### config.mk
export PLATFORM = sky130hd
export DESIGN_NAME = csts_top
export DESIGN_NICKNAME = d
export VERILOG_FILES = /design/src/include/csts_pkg.sv /design/src/verilog/csts_top.sv /design/src/verilog/csts_trigger_mux.sv /design/src/verilog/csts_slot_flag.sv
export SDC_FILE = /design/constraint.sdc
export NUM_CORES = 1
export LEC_CHECK = 0
export CORE_ASPECT_RATIO = 2
export CORE_MARGIN = 2
export CORE_UTILIZATION = 55
export CTS_CLUSTER_DIAMETER = 150
export DETAILED_ROUTE_END_ITERATION = 8
export DONT_BUFFER_PORTS = 1
export GPL_TIMING_DRIVEN = 0
export HOLD_SLACK_MARGIN = 0.12
export PLACE_DENSITY_LB_ADDON = 0.05
export SLEW_MARGIN = 10
export SYNTH_ARGS = -nofsm -noshare
export SYNTH_HDL_FRONTEND = slang
export SYNTH_SLANG_ARGS = --single-unit
### constraint.sdc
create_clock -name clk_sys -period 11.1 [get_ports clk_sys]
set_input_delay 1.665 -clock clk_sys [delete_from_list [all_inputs] [get_ports clk_sys]]
set_output_delay 1.665 -clock clk_sys [all_outputs]
set_load 0.01 [all_outputs]
### src/include/csts_pkg.sv
// constants, field layout and helper functions for the slot trigger select bank
package csts_pkg;
	localparam int SLOT_COUNT = 16;
	localparam int EVENT_COUNT = 19;
	localparam int PWM_COUNT = 7;
	// register indices; byte address is four times the index
	localparam logic [5:0] IDX_SLOT_FIRST = 6'h20;
	localparam logic [5:0] IDX_SLOT_LAST = 6'h2f;
	localparam logic [5:0] IDX_PENDING = 6'h10;
	localparam logic [5:0] IDX_FORCE = 6'h11;
	localparam logic [5:0] IDX_MISSED = 6'h12;
	localparam logic [5:0] IDX_MISSED_CLEAR = 6'h13;
	localparam logic [5:0] IDX_RETRIG_LOW = 6'h14;
	localparam logic [5:0] IDX_RETRIG_HIGH = 6'h15;
	// slot control field layout
	localparam int TRIG_MSB = 15;
	localparam int TRIG_LSB = 11;
	localparam int RSVD_BIT = 10;
	localparam int CH_MSB = 9;
	localparam int CH_LSB = 6;
	localparam int WIN_MSB = 5;
	localparam int WIN_LSB = 0;
	localparam logic [15:0] CTRL_RESET = 16'h0000;
	localparam logic [15:0] CTRL_WRITE_MASK = 16'hfbff;
	localparam logic [15:0] RETRIG_RESET = 16'h0000;
	// trigger source codes
	localparam logic [4:0] TRIG_SOFTWARE = 5'h00;
	localparam logic [4:0] TRIG_TIMER0 = 5'h01;
	localparam logic [4:0] TRIG_EXT2 = 5'h04;
	localparam logic [4:0] TRIG_PWM_FIRST = 5'h05;
	localparam logic [4:0] TRIG_LAST = 5'h12;
	// interrupt retrigger codes
	localparam logic [1:0] RETRIG_NONE = 2'h0;
	localparam logic [1:0] RETRIG_INT1 = 2'h1;
	localparam logic [1:0] RETRIG_INT2 = 2'h2;
	// sample window and channel limits
	localparam logic [5:0] WIN_MIN = 6'h06;
	localparam logic [3:0] CH_PAIR_LAST = 4'h7;

	function automatic logic trigger_valid(input logic [4:0] code);
		trigger_valid = (code != TRIG_SOFTWARE) && (code <= TRIG_LAST);
	endfunction

	function automatic logic [1:0] retrig_field(input logic [15:0] lowReg,
		input logic [15:0] highReg, input logic [3:0] slot);
		logic [15:0] src;
		src = slot[3] ? highReg : lowReg;
		retrig_field = src[{slot[2:0], 1'b0} +: 2];
	endfunction
endpackage

### src/verilog/csts_top.sv
// slot trigger select bank: apb registers, trigger routing and slot flags
`timescale 1ns/1ns
`default_nettype none
module csts_top
(
	input wire logic clk_sys,
	input wire logic rst,
	input wire logic [7:0] paddr,
	input wire logic psel,
	input wire logic penable,
	input wire logic pwrite,
	input wire logic [31:0] pwdata,
	output logic [31:0] prdata,
	output logic pready,
	output logic pslverr,
	input wire logic timer0ExpiryPulse,
	input wire logic timer1ExpiryPulse,
	input wire logic timer2ExpiryPulse,
	input wire logic externalLine2ConversionRequest,
	input wire logic [csts_pkg::PWM_COUNT-1:0] pwmConversionRequestA,
	input wire logic [csts_pkg::PWM_COUNT-1:0] pwmConversionRequestB,
	input wire logic adcInt1,
	input wire logic adcInt2,
	input wire logic [csts_pkg::SLOT_COUNT-1:0] pairSamplingEnable,
	input wire logic startValid,
	input wire logic [3:0] startSlot,
	output logic [csts_pkg::SLOT_COUNT-1:0] pendingConversionFlags,
	output logic [csts_pkg::SLOT_COUNT-1:0] missedTriggerFlags,
	output logic convStart,
	output logic [3:0] convSlot,
	output logic [3:0] convChannel,
	output logic [6:0] convWindowCycles,
	output logic convChannelValid,
	output logic convWindowValid
);
	localparam int NS = csts_pkg::SLOT_COUNT;

	logic [15:0] slotCtrl [NS];
	logic [15:0] retrigLow;
	logic [15:0] retrigHigh;
	logic [csts_pkg::EVENT_COUNT-1:0] hwEvents;
	logic [NS-1:0] hwHit;
	logic [NS-1:0] slotEvent;
	logic [NS-1:0] forceBits;
	logic [NS-1:0] missedClearBits;
	logic [NS-1:0] startBits;
	logic [5:0] regIdx;
	logic setupPhase;
	logic accessWrite;
	logic addrOk;
	logic [31:0] next_prdata;
	logic startTaken;

	function automatic logic [15:0] slot_read(input logic [15:0] ctrl);
		slot_read = ctrl & csts_pkg::CTRL_WRITE_MASK;
	endfunction

	// bus decode; the slave never waits so every access ends in one cycle
	assign regIdx = paddr[7:2];
	assign setupPhase = psel && !penable;
	assign accessWrite = psel && penable && pwrite && addrOk;
	assign pready = 1'b1;

	always_comb
	begin
		addrOk = 1'b0;
		if (paddr[1:0] == 2'h0)
		begin
			if (regIdx >= csts_pkg::IDX_SLOT_FIRST && regIdx <= csts_pkg::IDX_SLOT_LAST)
				addrOk = 1'b1;
			else if (regIdx >= csts_pkg::IDX_PENDING && regIdx <= csts_pkg::IDX_RETRIG_HIGH)
				addrOk = 1'b1;
		end
	end

	always_comb
	begin
		next_prdata = 32'h00000000;
		if (regIdx >= csts_pkg::IDX_SLOT_FIRST && regIdx <= csts_pkg::IDX_SLOT_LAST)
			next_prdata[15:0] = slot_read(slotCtrl[regIdx[3:0]]);
		else if (regIdx == csts_pkg::IDX_PENDING)
			next_prdata[15:0] = pendingConversionFlags;
		else if (regIdx == csts_pkg::IDX_MISSED)
			next_prdata[15:0] = missedTriggerFlags;
		else if (regIdx == csts_pkg::IDX_RETRIG_LOW)
			next_prdata[15:0] = retrigLow;
		else if (regIdx == csts_pkg::IDX_RETRIG_HIGH)
			next_prdata[15:0] = retrigHigh;
	end

	// read data and error are caught in the setup cycle so they come from flops
	always_ff @(posedge clk_sys or posedge rst)
	begin
		if (rst)
			prdata <= 32'h00000000;
		else if (setupPhase && !pwrite)
			prdata <= next_prdata;
	end

	logic errLatch;
	always_ff @(posedge clk_sys or posedge rst)
	begin
		if (rst)
			errLatch <= 1'b0;
		else if (setupPhase)
			errLatch <= !addrOk;
	end
	assign pslverr = psel && penable && errLatch;

	always_ff @(posedge clk_sys or posedge rst)
	begin
		if (rst)
		begin
			for (int i = 0; i < NS; i++)
				slotCtrl[i] <= csts_pkg::CTRL_RESET;
		end
		else if (accessWrite && regIdx >= csts_pkg::IDX_SLOT_FIRST
			&& regIdx <= csts_pkg::IDX_SLOT_LAST)
		begin
			slotCtrl[regIdx[3:0]] <= pwdata[15:0] & csts_pkg::CTRL_WRITE_MASK;
		end
	end

	always_ff @(posedge clk_sys or posedge rst)
	begin
		if (rst)
		begin
			retrigLow <= csts_pkg::RETRIG_RESET;
			retrigHigh <= csts_pkg::RETRIG_RESET;
		end
		else if (accessWrite)
		begin
			if (regIdx == csts_pkg::IDX_RETRIG_LOW)
				retrigLow <= pwdata[15:0];
			if (regIdx == csts_pkg::IDX_RETRIG_HIGH)
				retrigHigh <= pwdata[15:0];
		end
	end

	// write-one strobes; zeros are ignored
	assign forceBits = (accessWrite && regIdx == csts_pkg::IDX_FORCE) ? pwdata[15:0] : '0;
	assign missedClearBits = (accessWrite && regIdx == csts_pkg::IDX_MISSED_CLEAR)
		? pwdata[15:0] : '0;

	// event vector indexed by trigger code; bit zero is the software-only code
	always_comb
	begin
		hwEvents = '0;
		hwEvents[csts_pkg::TRIG_TIMER0] = timer0ExpiryPulse;
		hwEvents[csts_pkg::TRIG_TIMER0 + 5'h01] = timer1ExpiryPulse;
		hwEvents[csts_pkg::TRIG_TIMER0 + 5'h02] = timer2ExpiryPulse;
		hwEvents[csts_pkg::TRIG_EXT2] = externalLine2ConversionRequest;
		for (int m = 0; m < csts_pkg::PWM_COUNT; m++)
		begin
			hwEvents[csts_pkg::TRIG_PWM_FIRST + 2 * m] = pwmConversionRequestA[m];
			hwEvents[csts_pkg::TRIG_PWM_FIRST + 2 * m + 1] = pwmConversionRequestB[m];
		end
	end

	// a start only counts for a slot that is really pending
	assign startTaken = startValid && pendingConversionFlags[startSlot];
	assign startBits = startTaken ? (16'h0001 << startSlot) : '0;

	for (genvar s = 0; s < NS; s++)
	begin : g_slot
		logic [1:0] rsel;
		assign rsel = csts_pkg::retrig_field(retrigLow, retrigHigh, 4'(s));

		csts_trigger_mux u_mux
		(
			.code(slotCtrl[s][csts_pkg::TRIG_MSB:csts_pkg::TRIG_LSB]),
			.hwEvents(hwEvents),
			.hit(hwHit[s])
		);

		// an interrupt retrigger choice replaces the slot's hardware trigger; the force strobe still sets the slot
		always_comb
		begin
			if (rsel == csts_pkg::RETRIG_INT1)
				slotEvent[s] = adcInt1;
			else if (rsel == csts_pkg::RETRIG_INT2)
				slotEvent[s] = adcInt2;
			else
				slotEvent[s] = hwHit[s];
		end

		csts_slot_flag u_flag
		(
			.clk_sys(clk_sys),
			.rst(rst),
			.setReq(slotEvent[s] | forceBits[s]),
			.startClear(startBits[s]),
			.missedClear(missedClearBits[s]),
			.pending(pendingConversionFlags[s]),
			.missed(missedTriggerFlags[s])
		);
	end

	// the granted slot's settings are handed to the converter with the start
	logic [15:0] grantCtrl;
	logic [5:0] grantWin;
	logic [3:0] grantCh;
	assign grantCtrl = slotCtrl[startSlot];
	assign grantWin = grantCtrl[csts_pkg::WIN_MSB:csts_pkg::WIN_LSB];
	assign grantCh = grantCtrl[csts_pkg::CH_MSB:csts_pkg::CH_LSB];

	always_ff @(posedge clk_sys or posedge rst)
	begin
		if (rst)
			convStart <= 1'b0;
		else
			convStart <= startTaken;
	end

	always_ff @(posedge clk_sys or posedge rst)
	begin
		if (rst)
		begin
			convSlot <= 4'h0;
			convChannel <= 4'h0;
			convWindowCycles <= 7'h00;
			convChannelValid <= 1'b0;
			convWindowValid <= 1'b0;
		end
		else if (startTaken)
		begin
			convSlot <= startSlot;
			convChannel <= grantCh;
			convChannelValid <= !pairSamplingEnable[startSlot]
				|| grantCh <= csts_pkg::CH_PAIR_LAST;
			convWindowCycles <= {1'b0, grantWin} + 7'h01;
			convWindowValid <= grantWin >= csts_pkg::WIN_MIN;
		end
	end
endmodule
`default_nettype wire

### src/verilog/csts_trigger_mux.sv
// one slot's hardware trigger selector
`timescale 1ns/1ns
`default_nettype none
module csts_trigger_mux
(
	input wire logic [4:0] code,
	input wire logic [csts_pkg::EVENT_COUNT-1:0] hwEvents,
	output logic hit
);
	// codes above the last valid one and code zero pick no event
	assign hit = csts_pkg::trigger_valid(code) && hwEvents[code];
endmodule
`default_nettype wire

### src/verilog/csts_slot_flag.sv
// pending and missed-trigger flags of one conversion slot
`timescale 1ns/1ns
`default_nettype none
module csts_slot_flag
(
	input wire logic clk_sys,
	input wire logic rst,
	input wire logic setReq,
	input wire logic startClear,
	input wire logic missedClear,
	output logic pending,
	output logic missed
);
	always_ff @(posedge clk_sys or posedge rst)
	begin
		if (rst)
			pending <= 1'b0;
		else if (setReq)
			pending <= 1'b1;
		else if (startClear)
			pending <= 1'b0;
	end

	// a set that meets a start clear leaves the missed flag alone
	always_ff @(posedge clk_sys or posedge rst)
	begin
		if (rst)
			missed <= 1'b0;
		else if (setReq && pending && !startClear)
			missed <= 1'b1;
		else if (missedClear)
			missed <= 1'b0;
	end
endmodule
`default_nettype wire

==> summary.md, run 1 <==
| Metric | Value |
|---|---|
| Status | completed |
| Antenna diodes | 0 |
| Layout cells sized above 1 | 37.4% |
| Initial Util | 55.6% |
| Via-per-instance ratio | roughly 7.2 |
| DR iter-0 viols | 1364 |
| Sinks on Clock Net | roughly 340 |
| Post-Layout Cell Count | approximately 2200 |
| Fin nets | 1793 |
| Die Width | 142 um |
| Endpoints failing hold | 0 |
| Cell count after placement | 2132 |
| Die area | 40000 um2 |
| CP cell instances | buf_2 > buf_1 > nand3_1 > buf_2 > mux2_2 |
| Max incr delay on CP | approximately 1.1 ns |
| Routed WL | 79600 um |
| Routability cong. | 1.03 |
| Yosys warns | 0 |
| Vias in the first global route | 16300 |
| Post-synth EDFFs | 0 |
| Area post-placement | around 22000 um2 |
| Die Y | 281 um |
| Synth-to-layout area growth | 9.17% |
| Core area | 37900 um2 |
| Fmax | 0.228 GHz |
| Pwr dens | 130 nW/um2 |
| Critical path's slowest cell | nand3_1 |
| Post-route minimum period | approximately 4.4 ns |
| Highest net fanout along the worst path | 10 |
| Clock share of power | between 40% and 50% |
| Max-Cap Viols | 0 |
| RSZ-0062 raised after global routing | no |
| Worst Path Arrival | 4.81 ns |
| CTS root buffer | clkbuf_16 |
| Ys flop type | dfrtp_1 |
| Cell Rows | approximately 100 |
| Sw Ratio | 27.5% |
| Postcts setup bufs | 0 |
| Yosys reg bits | 339 |
| GRT Total Usage | between 40% and 50% |
| Internal Power | roughly 2.2 mW |
| Slew headroom | 14.2% |
| Logic pwr share | 12.0% |
| Detailed Place HPWL | 59900 um |
| Register area share after synthesis | 40.2% |
| Worst Max-Slew Pin Slew | roughly 1.3 ns |
| CTS tree | built |
| DRC | 0 |
| Clock Skew | 0.0219 ns |
| Syn Inst Count | about 1700 |
| Req. time, crit path | 11.53 ns |
| Detail Route Antenna Nets | 0 |
| Largest net degree at the start of global routing | 114 |
| Switching power | approximately 0.82 mW |
| Final instance area | 23000 um2 |
| Grt total ovfl | 0 |
| Commonest non-fill, non-tap cell in the layout | dfrtp_1 |
| Leak pwr | 10.1 nW |
| Final Max Tran Viols | 0 |
| Post-synthesis cell area | 21100 um2 |
| Vias | approximately 16000 |
| Clock transition at path regs | 0.07 ns |
| Cts bufs inserted | 34 |
| First-pass DRT Iterations | 5 |
| Worst vdd ir | around 160 uV |
| CP endpoint kind | flip-flop |
| Boundary pin count | 170 |
| Commonest non-fill, non-tap cells in the layout | dfrtp_1 (339), mux2_2 (270), mux4_2 (167) |
| Worst setup SP type | primary input |
| Hold Crit Class | reg -> reg |
| Part of the cycle the worst path needs | 39.5% |
| Buf/Inv on CP | 3 |
| Post_cts resized | 0 |
| Flop pwr share | 46.0% |
| # setup viols final | 0 |
| Hold buffers post-CTS | 0 |
| Ys async rst share | 100% |
| Initial antenna violation count | 2 |
| Clock tree buffer depth | 3 |
| IO Port Bufs | 0 |
| H-tree depth | 2 |
| Clk_lat worst skew | 0.55 ns |
| Wirelength per Cell | 36.3 um |
| Largest delay share family, worst path | buffers and inverters |
| CP most frequent cell | buf_2 |
| Power, Total | 2.98 mW |
| Library cells used by synthesis | 64 |
| Average cell area after synthesis | ~13 um2 |
| First-pass GRT wire length | roughly 110000 um |
| Setup CP Type | in -> reg |
## through the flow
| stage | TNS, ns | utilization [%] | setup WS (ns) | hold slack [ns] |
|---|---|---|---|---|
| 2_1_floorplan | 0 | - | 0.0400 | 0.442 |
| 6_report | 0 | 60.7 | 6.72 | 0.491 |
| 3_3_place_gp | -1271.70 | 57.3 | -3.83 | 0.465 |
| 5_1_grt | 0 | 60.7 | 6.72 | 0.502 |
| 4_1_cts | 0 | 60.7 | 7.03 | 0.489 |
| 3_5_place_dp | 0 | 57.6 | 6.49 | 0.477 |
## layer usage
| metal | up-vias | global-route usage [%] | share of wire (%) |
|---|---|---|---|
| li1 | 6396 | - | - |
| met1 | 8049 | 41.0 | 31 |
| met2 | 860 | 67.8 | 50 |
| met3 | 402 | 7.62 | 6.5 |
| met4 | 6 | 40.5 | 13 |
| met5 | - | 0 | 0.054 |
## final cells by class
type | count | area [um2]
Fill cell | 3112 | 14900
Multi-Input combinational cell | 1115 | 11500
Sequential cell | 339 | 8480
Buffer | 206 | 1180
Clock buffer | 46 | 987
Tap cell | 463 | 579
Clock inverter | 13 | 199
Timing Repair Buffer | 3 | 82.6
Inverter | 6 | 30.0
## logic make-up after synthesis
kind of cell / count (synthesis) / synth area share (%)
fa+ha+maj: 2 / 0.119
buf+inv: 212 / 5.72
mux: 518 / 37.0
xor+xnor: 6 / 0.249
flops: 339 / 40.2
simple gates: 276 / 6.91
compound gates: 296 / 9.77
other cells: 2 / 0.0356
## sequential cells by signal (all words and copies together), names as in the netlist
name,count
convChannel,4
convWindowValid,1
slotCtrl,240
retrigLow,16
convStart,1
retrigHigh,16
convChannelValid,1
prdata,16
g_slot.u_flag.missed,16
g_slot.u_flag.pending,16
convWindowCycles,7
convSlot,4
errLatch,1
## Yosys cell counts (3+ instances only)
| cell type | instances | area [um2] |
|---|---|---|
| a21o_1 | 27 | 203 |
| nor3b_1 | 12 | 90.1 |
| mux2_1 | 9 | 101 |
| nand4b_1 | 4 | 35.0 |
| buf_4 | 56 | 420 |
| nand2_1 | 70 | 263 |
| nand3_1 | 4 | 20.0 |
| a21oi_1 | 73 | 365 |
| a22o_1 | 13 | 114 |
| a32o_1 | 14 | 140 |
| nor3_1 | 16 | 80.1 |
| nand2b_1 | 9 | 56.3 |
| buf_12 | 4 | 80.1 |
| a41oi_1 | 15 | 131 |
| o21ai_0 | 41 | 205 |
| buf_6 | 11 | 124 |
| or2_2 | 14 | 87.6 |
| o21a_1 | 13 | 97.6 |
| xnor2_1 | 4 | 35.0 |
| mux4_1 | 9 | 236 |
| nand3b_1 | 16 | 120 |
| inv_1 | 6 | 22.5 |
| a211oi_1 | 7 | 52.6 |
| a32oi_1 | 3 | 26.3 |
| nor3_2 | 6 | 60.1 |
| buf_1 | 3 | 11.3 |
| mux2_2 | 270 | 3040 |
| buf_2 | 42 | 210 |
| nand4_1 | 5 | 31.3 |
| mux2i_1 | 57 | 571 |
| a22oi_1 | 59 | 443 |
| mux4_2 | 167 | 3760 |
| mux2_4 | 6 | 90.1 |
| o2bb2ai_1 | 3 | 26.3 |
| nor2_1 | 80 | 300 |
| nor2b_1 | 24 | 150 |
| dfrtp_1 | 339 | 8480 |
| clkbuf_1 | 90 | 338 |
| a211o_1 | 17 | 149 |
## power by group through the flow
stage / logic (mW) / clock network (mW) / registers [mW]
final: 0.359 / 1.25 / 1.37
after global routing: 0.382 / 1.30 / 1.37
after CTS: 0.356 / 1.26 / 1.37
after detailed placement: 0.355 / 0 / 1.39
after global placement: 0.343 / 0 / 1.39
after floorplan: 0.257 / 0 / 1.36
## path summary, 6_finish.rpt
path	from	endpoint	slack [ns]	cells past startpoint
worst max-delay path	paddr[4]	slotCtrl[52]$_DFFE_PP0P_	6.72	5
worst min-delay path	errLatch$_DFFE_PP0P_	errLatch$_DFFE_PP0P_	0.49	2
worst max register to register	slotCtrl[187]$_DFFE_PP0P_	g_slot[4].u_flag.pending$_DFFE_PP0P_	8.38	7
worst min register to register	errLatch$_DFFE_PP0P_	errLatch$_DFFE_PP0P_	0.49	2
max in group asynchronous	rst	slotCtrl[135]$_DFFE_PP0P_	8.69	3
min in group asynchronous	rst	slotCtrl[61]$_DFFE_PP0P_	0.97	1
## worst reg2reg max path, stage by stage (launching register included)
cell      delay [ns]
dfrtp_1         0.37
clkbuf_1        0.42
mux4_2          0.60
mux2i_1         0.15
a21oi_1         0.12
a21oi_1         0.25
o21ai_0         0.31
or2_2           0.38
Note: power is estimated with default switching activity, not from simulation.
==> inputs of run 2 (changes only) <==
==> constraint.sdc (replaced) <==
create_clock -name clk_sys -period 4 [get_ports clk_sys]
set_input_delay 0.6 -clock clk_sys [delete_from_list [all_inputs] [get_ports clk_sys]]
set_output_delay 0.6 -clock clk_sys [all_outputs]
set_load 0.01 [all_outputs]
==> run 2 against run 1 <==
Compared with the run above: flip-flop and latch count unchanged; clock power rose to 2.7 times the previous value; global-route usage up 0.23 points; non-clock buffer count up 9; cell count up 0.27%; combinational power rose to 2.8 times the previous value; count of clock-buffer cells in the layout down 3; clock skew down 0.0084 ns; sequential power rose to 2.8 times the previous value; core utilization up 0.23 points; total power rose to 2.8 times the previous value; via count up 1.2%; largest power group unchanged.
==> summary.md, run 2 (synthesis results as in run 1) <==
| Metric | Value |
|---|---|
| H-tree depth | 2 |
| Core area | 37900 um2 |
| Routability cong. | 0.994 |
| Initial Util | 55.6% |
| Req. time, crit path | 4.43 ns |
| Layout fillers | 3042 |
| Vias | about 16000 |
| Fin nets | roughly 1800 |
| DRC | 0 |
| Sinks on Clock Net | about 340 |
| Worst Max-Slew Pin Slew | 1.40 ns |
| Slew headroom | between 6 and 7% |
| Fmax | 0.301 GHz |
| Worst hold endpoint | retrigLow[10]$_DFFE_PP0P_ |
| Cell count after placement | 2140 |
| Setup ws final | 0.683 ns |
| Reg2Reg Setup Slack | 1.34 ns |
| Top reg by flops | slotCtrl |
| # setup viols final | 0 |
| Vias in the first global route | 16500 |
| Die Width | around 140 um |
| Via-per-instance ratio | 7.24 |
| Hold depth | 1 |
| Worst setup SP type | primary input |
| Antenna diodes | 0 |
| Boundary pin count | 170 |
| Leak pwr | between 10 and 15 nW |
| First-pass GRT wire length | 115000 um |
| Wirelength per Cell | 36.4 um |
| Commonest non-fill, non-tap cells in the layout | dfrtp_1 (339), mux2_2 (270), mux4_2 (167) |
| Clock transition at path regs | approximately 0.060 ns |
| Die area | 40000 um2 |
| Die Y | ~280 um |
| Synth-to-layout area growth | 9.59% |
| Final instance area | roughly 23000 um2 |
| Post-route minimum period | approximately 3.3 ns |
| Cts bufs inserted | 34 |
| Status | completed |
| Largest net degree at the start of global routing | 39 |
| GRT Total Usage | between 40% and 50% |
| Clock Skew | 0.0135 ns |
| Detailed Place HPWL | 60900 um |
| Setup CP Type | in -> reg |
| Area post-placement | 22000 um2 |
| Largest register FFs | 240 |
| Max-Cap Viols | 0 |
| Detail Route Antenna Nets | 0 |
| Post-Layout Cell Count | 2197 |
| RSZ-0062 raised after global routing | no |
| Worst Path Arrival | roughly 3.8 ns |
| First-pass DRT Iterations | 8 |
| Initial antenna violation count | 2 |
| IO Port Bufs | 0 |
| Endpoints failing hold | 0 |
| Cell Rows | 101 |
| CTS root buffer | clkbuf_16 |
| Layout cells sized above 1 | 37.5% |
| DR iter-0 viols | 1309 |
| Area of the multi-input gates | 11500 um2 |
| Pwr dens | 357 nW/um2 |
| Worst hold slack | 0.210 ns |
| Register area | 8480 um2 |
| Worst R2R End | g_slot[4].u_flag.pending$_DFFE_PP0P_ |
| Clock tree buffer depth | 3 |
| Hold Crit Class | in -> reg |
| Commonest non-fill, non-tap cell in the layout | dfrtp_1 |
| CP endpoint kind | flip-flop |
| Grt total ovfl | 0 |
| Worst Reg-to-Reg Cells | 7 |
| CTS tree | built |
| R2r startpoint | slotCtrl[187]$_DFFE_PP0P_ |
| Highest net fanout along the worst path | 10 |
| Routed WL | 80000 um |
| Worst vdd ir | about 440 uV |
| Clk_lat worst skew | 0.55 ns |
| Power, Total | approximately 8 mW |
| Worst hold start | pwdata[10] |
| Part of the cycle the worst path needs | roughly 83% |
| DP Worst Slack | 0.496 ns |
| Final Max Tran Viols | 0 |
-- run 2: report_power, final --
part / total (mW) / internal (mW) / switching, mW
clock: 3.43 / 1.98 / 1.45
combinational: 1.01 / 0.429 / 0.582
sequential: 3.80 / 3.58 / 0.226
-- run 2: worst max-delay path, stage by stage --
cell	delay, ns
buf_2	0.17
buf_2	0.30
buf_2	0.38
nand2_1	0.11
nor3_2	1.10
clkbuf_1	0.72
nand2_1	0.14
a22o_1	0.21
-- run 2: layer usage --
layer,track usage (%),wire length (um),vias up
li1,-,-,6402
met1,40.2,24300,8207
met2,69.6,40600,886
met3,8.72,5450,411
met4,38.4,9580,2
met5,0.385,8,-
-- run 2: what timing repair did --
item	CTS	global route
endpoints found under the hold margin	26	0
hold buffers	1	0
gates resized for setup	0	0
setup buffers	0	0
-- run 2: through the flow --
stage	util, %	TNS (ns)
after floorplan	-	-383.94
after global placement	57.3	-1040.67
after detailed placement	57.9	0
after CTS	61.0	0
after global routing	61.0	0
final	61.0	0
-- run 2: area by class of cell --
type / instances / area share [%]
Clock buffer: 43 / 4.05
Buffer: 206 / 5.13
Clock inverter: 13 / 0.877
Tap cell: 463 / 2.51
Multi-Input combinational cell: 1115 / 49.6
Inverter: 6 / 0.114
Sequential cell: 339 / 36.7
Timing Repair Buffer: 12 / 0.991
-- run 2: how the worst max path moves through the flow --
stage | from | end | depth (start not counted)
after floorplan | rst | convChannelValid$_DFFE_PP0P_ | 1
after global placement | rst | convSlot[1]$_DFFE_PP0P_ | 1
after detailed placement | paddr[3] | g_slot[14].u_flag.missed$_DFFE_PP0P_ | 8
after CTS | paddr[3] | g_slot[14].u_flag.missed$_DFFE_PP0P_ | 8
after global routing | paddr[3] | g_slot[11].u_flag.missed$_DFFE_PP0P_ | 9
final | paddr[3] | g_slot[14].u_flag.missed$_DFFE_PP0P_ | 8
